==> config.mk <==
export PLATFORM = sky130hd
export DESIGN_NAME = tap_ctrl
export DESIGN_NICKNAME = d
export VERILOG_FILES = /design/src/shared/tap_pkg.sv /design/src/hdl/tap_ctrl.sv /design/src/hdl/tap_link_sync.sv
export VERILOG_INCLUDE_DIRS = /design/src /design/src/shared
export SDC_FILE = /design/constraint.sdc
export NUM_CORES = 1
export LEC_CHECK = 0
export ABC_CLOCK_PERIOD_IN_PS = 2900
export BUFFER_PORTS_ARGS = -buffer_cell sky130_fd_sc_hd__buf_2
export CELL_PAD_IN_SITES_DETAIL_PLACEMENT = 1
export CELL_PAD_IN_SITES_GLOBAL_PLACEMENT = 2
export CORE_ASPECT_RATIO = 1.4
export CORE_MARGIN = 4
export CORE_UTILIZATION = 37
export DETAILED_ROUTE_END_ITERATION = 12
export GPL_ROUTABILITY_DRIVEN = 0
export PLACE_DENSITY = 0.88
export SLEW_MARGIN = 25
export SYNTH_ARGS = -nofsm -noshare
export SYNTH_HDL_FRONTEND = slang
export SYNTH_HIERARCHICAL = 1
export SYNTH_SLANG_ARGS = --single-unit
export TNS_END_PERCENT = 30
==> constraint.sdc <==
create_clock -name clk_sys_i -period 2.9 [get_ports clk_sys_i]
set_input_delay 0.435 -clock clk_sys_i [delete_from_list [all_inputs] [get_ports clk_sys_i]]
set_output_delay 0.435 -clock clk_sys_i [all_outputs]
set_load 0.02 [all_outputs]
==> src/shared/tap_consts.svh <==
/*
 * Timing and encoding constants for the test access port block.
 * Assumes it is included by bare name from shared/ on the include path.
 */
`ifndef TAP_CONSTS_SVH
`define TAP_CONSTS_SVH

// Instruction register width, capture pattern and reset value.
`define TAP_IR_W           3
`define TAP_IR_CAPTURE     3'h1
`define TAP_IR_RESET       3'h3

// Instruction codes.
`define TAP_OP_EXTEST      3'h0
`define TAP_OP_SAMPLE      3'h1
`define TAP_OP_DEBUG       3'h2
`define TAP_OP_BYP0        3'h3
`define TAP_OP_PROG        3'h4
`define TAP_OP_BYP1        3'h5
`define TAP_OP_RSVD        3'h6
`define TAP_OP_BYP2        3'h7

// Data register lengths.
`define TAP_DBG_W          10
`define TAP_PROG_W         3

// Mode select high edges that always reach test-logic-reset.
`define TAP_RESET_EDGES    5

`endif

==> src/shared/tap_pkg.sv <==
/*
 * Types shared by the test access port design files.
 * Assumes nothing beyond a SystemVerilog compiler.
 */
`default_nettype none

package tap_pkg;

   // Sixteen controller states, encoded 0 to 15 in declaration order.
   typedef enum logic [3:0] {
      ST_RESET, ST_IDLE,
      ST_SEL_DR, ST_CAP_DR, ST_SHIFT_DR, ST_EXIT1_DR, ST_PAUSE_DR, ST_EXIT2_DR, ST_UPD_DR,
      ST_SEL_IR, ST_CAP_IR, ST_SHIFT_IR, ST_EXIT1_IR, ST_PAUSE_IR, ST_EXIT2_IR, ST_UPD_IR
   } tap_state_t;

   // Selected serial data path.
   typedef enum logic [1:0] {
      PATH_BYPASS, PATH_DEBUG, PATH_PROG
   } dr_path_t;

endpackage : tap_pkg

`default_nettype wire

==> src/hdl/tap_ctrl.sv <==
/*
 * Test access port controller with a 3-bit instruction register and three
 * selectable data paths: bypass cell, 10-bit debug channel and 3-bit
 * programming channel.
 * Assumes the host drives the link pins and that the debug and programming
 * engines present parallel words on the user side.
 */
`timescale 1ns/1ps
`default_nettype none
`include "tap_consts.svh"

////////////////////////////////////////////////////////////////////////////////

module tap_ctrl
   import tap_pkg::*;
#(
   parameter int DBG_W  = `TAP_DBG_W,
   parameter int PROG_W = `TAP_PROG_W
)
(
   // System clock and reset.
   input  wire logic              clk_sys_i,
   input  wire logic              rst_n_i,
   // Link pins.
   input  wire logic              tck_i,
   input  wire logic              tms_i,
   input  wire logic              tdi_i,
   output logic                   tdo_o,
   output logic                   tdo_oe_o,
   // Debug channel user side.
   input  wire logic [DBG_W-1:0]  dbg_tx_i,
   output logic      [DBG_W-1:0]  dbg_rx_o,
   output logic                   dbg_upd_o,
   // Programming channel user side.
   input  wire logic [PROG_W-1:0] prog_tx_i,
   output logic      [PROG_W-1:0] prog_rx_o,
   output logic                   prog_upd_o,
   // Status.
   output logic      [2:0]        parallel_instruction_register_o,
   output var tap_state_t         state_o
);

   ////////////////////////////////////////////////////////////////////////////
   // Declarations.

   logic             tck_rise;     // One-cycle strobe, rising test clock.
   logic             tck_fall;     // One-cycle strobe, falling test clock.
   logic             tms;          // Synchronised mode select.
   logic             tdi;          // Synchronised data input.
   tap_state_t       state;        // Controller state.
   tap_state_t       next_state;   // Controller state after the next rise.
   logic [2:0]       ir_shift;     // Instruction shift register.
   logic [2:0]       ir_par;       // Parallel instruction register.
   dr_path_t         path;         // Selected data register path.
   logic             byp_cell;     // Single bypass cell.
   logic [DBG_W-1:0] dbg_shift;    // Debug data shift register.
   logic [PROG_W-1:0] prog_shift;  // Programming data shift register.
   logic [2:0]       high_run;     // Helper: consecutive TMS-high rises.

   // Decode an instruction into a path; no-ops and reserved keep the old one.
   function automatic dr_path_t decode_path(input logic [2:0] op, input dr_path_t cur);
      dr_path_t sel;
      sel = cur;
      case (op)
         `TAP_OP_DEBUG: sel = PATH_DEBUG;
         `TAP_OP_PROG:  sel = PATH_PROG;
         `TAP_OP_BYP0, `TAP_OP_BYP1, `TAP_OP_BYP2: sel = PATH_BYPASS;
         default:       sel = cur;
      endcase
      return sel;
   endfunction : decode_path

   ////////////////////////////////////////////////////////////////////////////
   // Pin synchronisation.

   tap_link_sync u_sync
   (
      .clk_sys_i  (clk_sys_i),
      .rst_n_i    (rst_n_i),
      .tck_i      (tck_i),
      .tms_i      (tms_i),
      .tdi_i      (tdi_i),
      .tck_rise_o (tck_rise),
      .tck_fall_o (tck_fall),
      .tms_o      (tms),
      .tdi_o      (tdi)
   );

   ////////////////////////////////////////////////////////////////////////////
   // Controller state machine.

   // Next state from the standard graph, steered by sampled mode select.
   always_comb
   begin
      case (state)
         ST_RESET:    next_state = tms ? ST_RESET    : ST_IDLE;
         ST_IDLE:     next_state = tms ? ST_SEL_DR   : ST_IDLE;
         ST_SEL_DR:   next_state = tms ? ST_SEL_IR   : ST_CAP_DR;
         ST_CAP_DR:   next_state = tms ? ST_EXIT1_DR : ST_SHIFT_DR;
         ST_SHIFT_DR: next_state = tms ? ST_EXIT1_DR : ST_SHIFT_DR;
         ST_EXIT1_DR: next_state = tms ? ST_UPD_DR   : ST_PAUSE_DR;
         ST_PAUSE_DR: next_state = tms ? ST_EXIT2_DR : ST_PAUSE_DR;
         ST_EXIT2_DR: next_state = tms ? ST_UPD_DR   : ST_SHIFT_DR;
         ST_UPD_DR:   next_state = tms ? ST_SEL_DR   : ST_IDLE;
         ST_SEL_IR:   next_state = tms ? ST_RESET    : ST_CAP_IR;
         ST_CAP_IR:   next_state = tms ? ST_EXIT1_IR : ST_SHIFT_IR;
         ST_SHIFT_IR: next_state = tms ? ST_EXIT1_IR : ST_SHIFT_IR;
         ST_EXIT1_IR: next_state = tms ? ST_UPD_IR   : ST_PAUSE_IR;
         ST_PAUSE_IR: next_state = tms ? ST_EXIT2_IR : ST_PAUSE_IR;
         ST_EXIT2_IR: next_state = tms ? ST_UPD_IR   : ST_SHIFT_IR;
         ST_UPD_IR:   next_state = tms ? ST_SEL_DR   : ST_IDLE;
         default:     next_state = ST_RESET;
      endcase
   end

   // State moves only on a test clock rise, so a stopped clock holds it.
   always_ff @(posedge clk_sys_i or negedge rst_n_i)
   begin
      if (!rst_n_i)
         state <= ST_RESET;
      else if (tck_rise)
         state <= next_state;
   end

   ////////////////////////////////////////////////////////////////////////////
   // Instruction register.

   // Shifter captures on rises; the parallel copy updates on the fall.
   always_ff @(posedge clk_sys_i or negedge rst_n_i)
   begin
      if (!rst_n_i)
      begin
         ir_shift <= `TAP_IR_CAPTURE;
         ir_par   <= `TAP_IR_RESET;
         path     <= PATH_BYPASS;
      end
      else
      begin
         if (tck_rise && state == ST_CAP_IR)
            ir_shift <= `TAP_IR_CAPTURE;
         else if (tck_rise && state == ST_SHIFT_IR)
            ir_shift <= {tdi, ir_shift[2:1]};
         if (state == ST_RESET)
         begin
            ir_par <= `TAP_IR_RESET;
            path   <= PATH_BYPASS;
         end
         else if (tck_fall && state == ST_UPD_IR)
         begin
            ir_par <= ir_shift;
            path   <= decode_path(ir_shift, path);
         end
      end
   end

   ////////////////////////////////////////////////////////////////////////////
   // Data registers.

   // Only the selected register shifts; the instruction register is untouched.
   always_ff @(posedge clk_sys_i or negedge rst_n_i)
   begin
      if (!rst_n_i)
      begin
         byp_cell   <= 1'h0;
         dbg_shift  <= '0;
         prog_shift <= '0;
         dbg_rx_o   <= '0;
         prog_rx_o  <= '0;
      end
      else
      begin
         if (tck_rise && state == ST_CAP_DR)
            byp_cell <= 1'h0;
         else if (tck_rise && state == ST_SHIFT_DR)
         begin
            case (path)
               PATH_DEBUG: dbg_shift  <= {tdi, dbg_shift[DBG_W-1:1]};
               PATH_PROG:  prog_shift <= {tdi, prog_shift[PROG_W-1:1]};
               default:    byp_cell   <= tdi;
            endcase
         end
         else if (tck_fall && state == ST_UPD_DR)
         begin
            case (path)
               PATH_DEBUG:
               begin
                  dbg_rx_o  <= dbg_shift;
                  dbg_shift <= dbg_tx_i;
               end
               PATH_PROG:
               begin
                  prog_rx_o  <= prog_shift;
                  prog_shift <= prog_tx_i;
               end
               default: byp_cell <= byp_cell;
            endcase
         end
      end
   end

   // Update strobes to the channel engines, one system clock long.
   always_ff @(posedge clk_sys_i or negedge rst_n_i)
   begin
      if (!rst_n_i)
      begin
         dbg_upd_o  <= 1'h0;
         prog_upd_o <= 1'h0;
      end
      else
      begin
         dbg_upd_o  <= tck_fall && state == ST_UPD_DR && path == PATH_DEBUG;
         prog_upd_o <= tck_fall && state == ST_UPD_DR && path == PATH_PROG;
      end
   end

   ////////////////////////////////////////////////////////////////////////////
   // Test data output.

   // Driven on falls in shift states only; otherwise idle high, not enabled.
   always_ff @(posedge clk_sys_i or negedge rst_n_i)
   begin
      if (!rst_n_i)
      begin
         tdo_o    <= 1'h1;
         tdo_oe_o <= 1'h0;
      end
      else if (tck_fall)
      begin
         tdo_oe_o <= (state == ST_SHIFT_IR) || (state == ST_SHIFT_DR);
         if (state == ST_SHIFT_IR)
            tdo_o <= ir_shift[0];
         else if (state == ST_SHIFT_DR)
            case (path)
               PATH_DEBUG: tdo_o <= dbg_shift[0];
               PATH_PROG:  tdo_o <= prog_shift[0];
               default:    tdo_o <= byp_cell;
            endcase
         else
            tdo_o <= 1'h1;
      end
   end

   assign parallel_instruction_register_o = ir_par;
   assign state_o                         = state;

   ////////////////////////////////////////////////////////////////////////////
   // Checks.

   // Counts consecutive rises with mode select high, saturating.
   always_ff @(posedge clk_sys_i or negedge rst_n_i)
   begin
      if (!rst_n_i)
         high_run <= 3'h0;
      else if (tck_rise)
         high_run <= tms ? ((high_run == 3'h7) ? high_run : high_run + 3'h1) : 3'h0;
   end

   property p_five_high;
      @(posedge clk_sys_i) disable iff (!rst_n_i)
      (high_run >= 3'(`TAP_RESET_EDGES)) |-> (state == ST_RESET);
   endproperty
   a_five_high: assert property (p_five_high) else $error("five TMS-high edges missed reset");

   property p_capture_ir;
      @(posedge clk_sys_i) disable iff (!rst_n_i)
      (tck_rise && state == ST_CAP_IR) |=> (ir_shift == `TAP_IR_CAPTURE);
   endproperty
   a_capture_ir: assert property (p_capture_ir) else $error("capture-IR pattern wrong");

   property p_shift_ir;
      @(posedge clk_sys_i) disable iff (!rst_n_i)
      (tck_rise && state == ST_SHIFT_IR) |=> (ir_shift == {$past(tdi), $past(ir_shift[2:1])});
   endproperty
   a_shift_ir: assert property (p_shift_ir) else $error("IR shift wrong");

   property p_update_ir;
      @(posedge clk_sys_i) disable iff (!rst_n_i)
      (tck_fall && state == ST_UPD_IR) |=> (ir_par == $past(ir_shift));
   endproperty
   a_update_ir: assert property (p_update_ir) else $error("IR update missed");

   property p_reset_bypass;
      @(posedge clk_sys_i) disable iff (!rst_n_i)
      (state == ST_RESET) |=> (ir_par == `TAP_IR_RESET && path == PATH_BYPASS);
   endproperty
   a_reset_bypass: assert property (p_reset_bypass) else $error("reset not bypass");

   property p_ir_hold;
      @(posedge clk_sys_i) disable iff (!rst_n_i)
      (state != ST_RESET && !(tck_fall && state == ST_UPD_IR)) |=> $stable(ir_par);
   endproperty
   a_ir_hold: assert property (p_ir_hold) else $error("IR changed outside update");

   property p_stopped_clock;
      @(posedge clk_sys_i) disable iff (!rst_n_i)
      !tck_rise |=> $stable(state);
   endproperty
   a_stopped_clock: assert property (p_stopped_clock) else $error("state moved w/o rise");

   property p_tdo_idle;
      @(posedge clk_sys_i) disable iff (!rst_n_i)
      (tck_fall && state != ST_SHIFT_IR && state != ST_SHIFT_DR) |=> !tdo_oe_o;
   endproperty
   a_tdo_idle: assert property (p_tdo_idle) else $error("TDO enabled outside shift");

   property p_debug_sel;
      @(posedge clk_sys_i) disable iff (!rst_n_i)
      (tck_fall && state == ST_UPD_IR && ir_shift == `TAP_OP_DEBUG) |=> (path == PATH_DEBUG);
   endproperty
   a_debug_sel: assert property (p_debug_sel) else $error("debug path not selected");

endmodule : tap_ctrl

`default_nettype wire

==> src/hdl/tap_link_sync.sv <==
/*
 * Two-stage synchroniser with edge detection for the test clock and
 * registered copies of the other link inputs.
 * Assumes all inputs are asynchronous to clk_sys_i, and the link clock is
 * at most one eighth of the system clock.
 */
`timescale 1ns/1ps
`default_nettype none

module tap_link_sync
(
   // Clock and reset.
   input  wire logic clk_sys_i,
   input  wire logic rst_n_i,
   // Raw link pins.
   input  wire logic tck_i,
   input  wire logic tms_i,
   input  wire logic tdi_i,
   // Synchronised results.
   output logic      tck_rise_o,
   output logic      tck_fall_o,
   output logic      tms_o,
   output logic      tdi_o
);

   logic [1:0] meta;     // First stage: test clock and mode select.
   logic [1:0] stable;   // Second stage: test clock and mode select.
   logic       tdi_meta; // First stage of the data input.
   logic       tdi_hold; // Second stage of the data input.
   logic       tck_last; // Previous synchronised test clock, for edges.

   // Only the second stage feeds any logic, so metastability stays contained.
   always_ff @(posedge clk_sys_i or negedge rst_n_i)
   begin
      if (!rst_n_i)
      begin
         meta     <= 2'h0;
         stable   <= 2'h0;
         tdi_meta <= 1'h1;
         tdi_hold <= 1'h1;
         tck_last <= 1'h0;
      end
      else
      begin
         meta     <= {tms_i, tck_i};
         stable   <= meta;
         tdi_meta <= tdi_i;
         tdi_hold <= tdi_meta;
         tck_last <= stable[0];
      end
   end

   // Edge strobes last exactly one system clock.
   assign tck_rise_o = stable[0] & ~tck_last;
   assign tck_fall_o = ~stable[0] & tck_last;
   assign tms_o      = stable[1];
   assign tdi_o      = tdi_hold;

endmodule : tap_link_sync

`default_nettype wire

# After elaboration in Yosys (flattened, before gate mapping)
# Index checks and enable logic that the tools add are counted.
# op_classes
n_eq_ne,23
n_mux,34
n_bitwise,6
reduce_logical,26
# op_table
op,n
$pmux W4 S12,1
$mux W10,4
$eq A4 B4 Y1 const B,8
$mux W3,10
$eq A4 B3 Y1 const B,4
$mux W4,4
$mux W2,5
$eq A3 B3 Y1 const B,3
$eq A4 B2 Y1 const B,2
$logic_and A1 B1 Y1,8
$mux W1,8
$reduce_and A4 Y1,2
$reduce_bool A2 Y1,4
$eq A3 B2 Y1 const B,2
$pmux W2 S3,1
$reduce_and A3 Y1,2
$reduce_or A2 Y1,3
$reduce_or A3 Y1,2
$eq A4 B1 Y1 const B,1
$logic_not A4 Y1,1
$not A1 Y1,4
$reduce_and A2 Y1,2
$reduce_bool A4 Y1,1
$and A1 B1 Y1,2
5 further kinds,5
# word_totals
register_bits,50
output_inout_bits,24
word_cells,107

# Logic depth before layout (Yosys ltp)
# Gate-level depths: netlist of run 1.
# depth
word_depth,5
ltp_mapped,7

# By module
# Netlist of run 1, hierarchy kept.
# modules_own_cells
mod,instances,cells_per_inst,area_each_um2,seq_area_each_um2
tap_ctrl,1,215,2055.7,1081.0
tap_link_sync,1,9,192.7,177.7

# Worst setup path before layout of run 1
# Ideal clock, no wire load.
# synth_path
kind,register -> register
start,reg u_sync.tck_last
end,reg dbg_shift[9]
setup_time_ps,126
arrival_ps,1448
path_slack_ps,1326
stages_incl_launch_ff,7
n_path_buf,1
period_less_slack_ps,1574
path_cell_list,dfrtp_1 > nor2b_1 > and2b_1 > nand4_1 > and2_1 > buf_2 > a221o_1
# synth_between
elab_chain_cells,5
elab_cells_between_ends,10
classes_between,mux: 1; bitwise: 4; reduce/logical: 5
# synth_rtl
element,line,rtl
from (decl),tap_link_sync.sv:30,logic tck_last;
from (signal assigned),tap_link_sync.sv:49,tck_last <= stable[0];
$not A1 Y1 (*),tap_link_sync.sv:54,assign tck_rise_o = stable[0] & ~tck_last;
$and A1 B1 Y1 (*),tap_link_sync.sv:54,
via tck_rise,tap_ctrl.sv:46,logic tck_rise;
$logic_and A1 B1 Y1 (on tied branches),"tap_ctrl.sv:174, tap_ctrl.sv:172",
$reduce_bool A2 Y1 (no source line) / $not A1 Y1 (equally long branches),-,
$reduce_and A3 Y1 (no source line),-,
to (signal assigned),tap_ctrl.sv:177,"PATH_DEBUG: dbg_shift <= {tdi, dbg_shift[DBG_W-1:1]};"
to (signal assigned),tap_ctrl.sv:188,dbg_shift <= dbg_tx_i;
to (decl),tap_ctrl.sv:56,logic [DBG_W-1:0] dbg_shift;
# Mark *: on every way through the listed nets, which the timed path passes. The rest lies on a longest branch.
# A chain may end at the register's enable or synchronous reset.

# Final worst setup path of run 1
# layout_path
start,"reg state[3], in the netlist state_o[3]"
end,reg dbg_shift[9]
# layout_between
elab_chain_cells,4
elab_cells_between_ends,10
classes_between,eq/ne: 3; mux: 1; bitwise: 1; reduce/logical: 5
# layout_rtl
element,line,rtl
from (decl),tap_ctrl.sv:50,tap_state_t state;
from (signal assigned),tap_ctrl.sv:122,state <= next_state;
"$eq A4 B3 Y1, or another cell as far along",tap_ctrl.sv:174,else if (tck_rise && state == ST_SHIFT_DR)
$logic_and A1 B1 Y1 (on tied branches),"tap_ctrl.sv:174, tap_ctrl.sv:172, tap_ctrl.sv:182",
$reduce_bool A2 Y1 (no source line) / $not A1 Y1 (equally long branches),-,
$reduce_and A3 Y1 (no source line),-,
# Several ways; a longest one is shown, not always the timed one.

==> run_results.csv, run 1 <==
group,metric,value,unit
cts,cts.reportedPaths.clkPinSlew,0.09,ns
die,row_count,33,
power,powerDensity,735.2,mW/mm2
drt,drt-total-wl,5373,um
sta,finalHoldViolations,0,
synth,synthCells,224,
setup_path,reg2reg_depth,4,
synth,syn_nets,244,
grt,grt_max_degree,26,
die,die_h,100.2,um
sta,fin_setup_tns,0,ns
cts,cts_tree,"done",
drt,vias,1806,
final_layout,layout_common_cells,"44 x dfrtp_1, 41 x buf_2, 20 x nand2_1",
final_layout,nNetsFinal,287,
drt,ant_nets,0,
cts,post-cts-setup-buffer-count,0,
power,total_power,1933,uW
die,start_util,38.35,%
synth,ys_seq_area_share,55.98,%
synth,synth_ff_type,"dfrtp_1",
final_layout,final_common_cell,"dfrtp_1",
placement,dp_hpwl,3940,um
sta,fin_worst_skew,0.004810,ns
die,fp.dieW,73.88,um
setup_path,critPathCaptureType,"register",
cts,clk_latency,0.30,ns
grt,grt_pass1_wl,9404,um
sta,final_max_slew_viol_count,0,
grt,track_usage,16.04,%
setup_path,cp.required,3.09,ns
synth,yosysWarnings,6,
grt,antenna_found_initial,0,
cts,cts_resized,0,
hold_path,hp-class,"in2async",
sta,fmax,451.2,MHz
synth,ys_seq_elements,50,
job,maxCapViolations,0,
setup_path,start_kind,"register",
cts,cts_root_buffer,"clkbuf_8",
setup_path,critical_path_class,"reg2reg",
synth,postSynth.asyncResetShare,100.0,%
die,io_pins,42,
final_layout,synthToLayoutAreaGrowth,16.92,%
drt,wl_per_cell,15.94,um
sta,setup_viol,0,
die,die-area,0.007405,mm2
cts,ctsHoldBuffers,0,
grt,grt-ovfl-total,0,
sta,grt_setup_unrepaired,"no",
cts,clk_path_buf_depth,2,
die,fp.coreArea,0.005863,mm2
placement,portBuffers,41,
power,peakVddDrop,259.5,uV
drt,drt-vias-per-instance,5.359,
setup_path,r2r_start,"state_o[3]",
cts,h-tree-depth,2,
setup_path,cp_data_arrival_time,2.40,ns
status,status,"finished, final reports clean",
sta,max_slew_margin,62.46,%
final_layout,antenna_cells,0,
power,p_leak,0.001245,uW
synth,avgSynthCellArea,10.04,um2
sta,timing.final.crit_share,76.43,%
drt,first_pass_iters,4,
synth,ys_types,47,
grt,first_global_vias,1915,
sta,period_minus_slack,2.216,ns
synth,syn_area,0.002248,mm2
setup_path,crit_start,"state_o[3]",
drt,drc,0,
sta,tightest_slew,0.5632,ns
cts,cts_buffers,5,
synth,synth-edff-count,0,
drt,drt_iter0_markers,100,
setup_path,worstPathMaxFanout,14,
cts,clkSinkCount,50,
final_layout,drive_gt1_share,26.97,%
## cell families (layout without fill, tap and decap cells)
| kind of cell | count (synthesis) | count (layout) | synth area share (%) |
|---|---|---|---|
| compound gates | 65 | 65 | 17.75 |
| buf+inv | 32 | 75 | 5.898 |
| mux | 7 | 7 | 3.339 |
| fa+ha+maj | 2 | 2 | 1.113 |
| simple gates | 66 | 66 | 15.14 |
| xor+xnor | 2 | 2 | 0.7792 |
| flops | 50 | 50 | 55.98 |
## synth_stat cells (2+ instances only)
master,instances,area [um2]
dfrtp_1,44,1101
nand2_1,20,75.07
a21oi_1,17,85.08
inv_1,17,63.81
o21ai_0,13,65.06
o22ai_1,13,81.33
nor2_1,12,45.04
buf_2,7,35.03
nor3_1,7,35.03
dfstp_2,6,157.7
clkbuf_1,4,15.01
nand3_1,4,20.02
nand4_1,4,25.02
nor2b_1,4,25.02
o21ai_1,4,20.02
inv_2,3,11.26
mux2_2,3,33.78
mux2i_1,3,30.03
o211ai_1,3,22.52
a2111oi_0,2,17.52
a221o_1,2,20.02
a22oi_1,2,15.01
a31oi_1,2,12.51
and3_1,2,12.51
ha_1,2,25.02
nand2b_1,2,12.51
o32ai_1,2,17.52
## report_power, final
part / internal (uW) / leakage [uW] / switching [uW] / total, uW
Sequential: 807 / 0.000648 / 154 / 961
Clock: 166 / 0.0000373 / 228 / 394
Combinational: 232 / 0.000560 / 346 / 578
## critical path: stages, from the launching register on
cell and delay [ns]:
dfrtp_1 0.60, nor2b_2 0.32, nand4_1 0.43, and2_1 0.42, a221o_1 0.33
## final cells by class
cell class	count	area, um2
tap	70	87.58
inverter	20	75.07
clock inverter	1	7.507
fill	703	3234
timing repair buffer	48	270.3
clock buffer	6	72.57
multi-input combinational	142	857.1
sequential	50	1259
## flip-flops by register name (all words and copies together), names as in the netlist, 3 cells and up
signal and count:
dbg_rx_o 10, dbg_shift 10, state_o 4, prog_shift 3, parallel_instruction_register_o 3, prog_rx_o 3, ir_shift 3
## stage by stage
step	setup slack, ns	cell area [um2]	utilization [%]	hold WS [ns]	cells
2_1_floorplan	1.326	2248	-	0.1394	224
3_3_place_gp	0.8036	2529	43.13	0.3323	329
3_5_place_dp	0.7433	2549	43.47	0.3386	330
4_1_cts	0.7108	2629	44.84	0.1152	337
5_1_grt	0.4770	2629	44.84	0.1472	337
6_report	0.6835	2629	44.84	0.1030	337
## worst paths after layout
path / endpoint / slack, ns
worst min register to register: u_sync/tdi_o / 0.36
max in group asynchronous: parallel_instruction_register_o[1] / 2.25
min in group clk_sys_i: u_sync/tdi_meta / 0.23
worst max-delay path: dbg_shift[9] / 0.68
worst max register to register: dbg_shift[9] / 0.68
worst min-delay path: tdo_oe_o / 0.10
## per-layer routing
layer  GRT usage (%)  wire (um)  vias up
li1                -          -      868
met1           21.78       2403      885
met2           26.16       2680       46
met3           2.906        214        7
met4           4.184         74        0
met5               0          0        -
Power figures use the tool's default switching activity.
==> run 2, diff against run 1 <==
--- a/config.mk
+++ b/config.mk
@@ -6,16 +6,16 @@
 export SDC_FILE = /design/constraint.sdc
 export NUM_CORES = 1
 export LEC_CHECK = 0
-export ABC_CLOCK_PERIOD_IN_PS = 2900
+export ABC_CLOCK_PERIOD_IN_PS = 1780
 export BUFFER_PORTS_ARGS = -buffer_cell sky130_fd_sc_hd__buf_2
 export CELL_PAD_IN_SITES_DETAIL_PLACEMENT = 1
 export CELL_PAD_IN_SITES_GLOBAL_PLACEMENT = 2
 export CORE_ASPECT_RATIO = 1.4
 export CORE_MARGIN = 4
-export CORE_UTILIZATION = 37
+export CORE_UTILIZATION = 31
 export DETAILED_ROUTE_END_ITERATION = 12
 export GPL_ROUTABILITY_DRIVEN = 0
-export PLACE_DENSITY = 0.88
+export PLACE_DENSITY = 0.79
 export SLEW_MARGIN = 25
 export SYNTH_ARGS = -nofsm -noshare
 export SYNTH_HDL_FRONTEND = slang
==> constraint.sdc (replaced) <==
create_clock -name clk_sys_i -period 1.78 [get_ports clk_sys_i]
set_input_delay 0.267 -clock clk_sys_i [delete_from_list [all_inputs] [get_ports clk_sys_i]]
set_output_delay 0.267 -clock clk_sys_i [all_outputs]
set_load 0.02 [all_outputs]
==> run_results.csv, run 2 (synthesis results as in run 1) <==
group,metric,value,unit
status,status,"finished, final reports clean",
cts,cts_buffers,5,
final_layout,stdcell_count,368,
final_layout,seqCellArea,0.001259,mm2
final_layout,final_common_cell,"dfrtp_1",
sta,whs,0.05478,ns
sta,fin_setup_tns,0,ns
drt,drt_iter0_markers,94,
setup_path,start_kind,"register",
cts,h-tree-depth,2,
cts,post-cts-setup-buffer-count,0,
hold_path,hp-class,"in2reg",
final_layout,multi_input_area,858.3,um2
grt,track_usage,13.80,%
final_layout,drive_gt1_share,28.57,%
final_layout,nNetsFinal,292,
final_layout,antenna_cells,0,
setup_path,reg2reg_depth,6,
drt,first_pass_iters,4,
sta,setup_viol,0,
setup_path,r2r-end,"tdo_o",
final_layout,layout_common_cells,"44 x dfrtp_1, 41 x buf_2, 20 x nand2_1",
power,powerDensity,1298,mW/mm2
hold_path,hold_start,"tdi_i",
power,p_leak,0.001306,uW
sta,finalHoldViolations,0,
placement,dpl-instance-area,0.002623,mm2
grt,grt-ovfl-total,0,
sta,final_max_slew_viol_count,0,
final_layout,stdcell_area,0.002776,mm2
final_layout,fillCellCount,832,
die,die_h,108.8,um
grt,grt_max_degree,51,
sta,tightest_slew,0.4705,ns
grt,first_global_vias,1942,
setup_path,worstPathMaxFanout,4,
sta,max_slew_margin,68.56,%
setup_path,r2r_start,"path[0]",
die,start_util,32.00,%
drt,drc,0,
setup_path,cp_data_arrival_time,1.93,ns
cts,cts.reportedPaths.clkPinSlew,0.09,ns
final_layout,final_util,39.51,%
die,fp.coreArea,0.007027,mm2
power,peakVddDrop,413.9,uV
drt,drt-total-wl,5575,um
drt,ant_nets,0,
setup_path,critical_path_class,"reg2reg",
cts,clk_latency,0.30,ns
cts,clk_path_buf_depth,2,
setup_path,critPathCaptureType,"register",
drt,wl_per_cell,15.15,um
drt,drt-vias-per-instance,5.005,
setup_path,r2r_slack,0.06,ns
cts,clkSinkCount,50,
hold_path,worstHoldPathCells,1,
placement,dp_hpwl,4026,um
die,fp.dieW,79.98,um
setup_path,cp.required,1.99,ns
drt,vias,1842,
placement,dpl.cell_count,359,
die,die-area,0.008698,mm2
die,row_count,36,
grt,grt_pass1_wl,9404,um
sta,fin_worst_skew,0.005548,ns
placement,portBuffers,41,
job,maxCapViolations,0,
die,io_pins,42,
sta,timing.final.crit_share,96.50,%
sta,period_minus_slack,1.718,ns
cts,cts_tree,"done",
sta,fmax,582.2,MHz
cts,cts_root_buffer,"clkbuf_8",
final_layout,synthToLayoutAreaGrowth,23.48,%
grt,antenna_found_initial,0,
setup_path,crit_start,"path[0]",
hold_path,whs_endpoint,"u_sync/tdi_meta",
run 2: changes by cell type in the layout (fill, tap and decap cells not counted), sizes merged:
cell / before / now
buf: 48 / 52
bufinv: 0 / 2
clkinvlp: 1 / 0
dlygate4sd3: 0 / 1
run 2: metal layers:
layer | vias up | global-route usage, % | wire [um]
met3 | 6 | 3.471 | 244
li1 | 882 | - | -
met2 | 33 | 24.41 | 2939
met1 | 921 | 16.40 | 2331
met5 | - | 0 | 0
met4 | 0 | 3.986 | 59
run 2: how the worst max path moves through the flow:
| stage | slack [ns] | endpoint | cells past startpoint |
|---|---|---|---|
| after floorplan | 0.21 | dbg_shift[9] | 6 |
| after global placement | 0.11 | tdo_o | 6 |
| after detailed placement | 0.08 | tdo_o | 6 |
| after CTS | 0.07 | tdo_o | 6 |
| after global routing | -0.08 | tdo_o | 6 |
| final | 0.06 | tdo_o | 6 |
run 2: cell type report:
cell class	instances	area share, %
timing repair buffer	53	11.63
sequential	50	45.34
clock inverter	2	2.163
inverter	20	2.704
clock buffer	6	2.974
tap	95	4.281
multi-input combinational	142	30.91
run 2: timing repair:
action,CTS,global route
hold endpoints to repair,44,0
gates resized for setup,0,1
setup endpoints to repair,0,1
hold buffers,1,0
run 2: report_power, final:
part           total [uW]  switching, uW  internal, uW
Sequential           1470            155          1320
Clock                 985            385           599
Combinational        1150            694           453
Total                3600           1230          2370
run 2: per-stage QoR:
| stage | setup slack [ns] | total power, uW |
|---|---|---|
| after floorplan | 0.2056 | 2222 |
| after global placement | 0.1070 | 2620 |
| after detailed placement | 0.08382 | 2642 |
| after CTS | 0.07088 | 3651 |
| after global routing | -0.08445 | 3848 |
| final | 0.06238 | 3603 |
run 2: critical path: stages (launching register included):
cell and delay (ns):
dfrtp_1 0.42, inv_1 0.06, ha_1 0.25, a22oi_1 0.22, nor2_1 0.06, a2111oi_1 0.44
o22ai_1 0.16
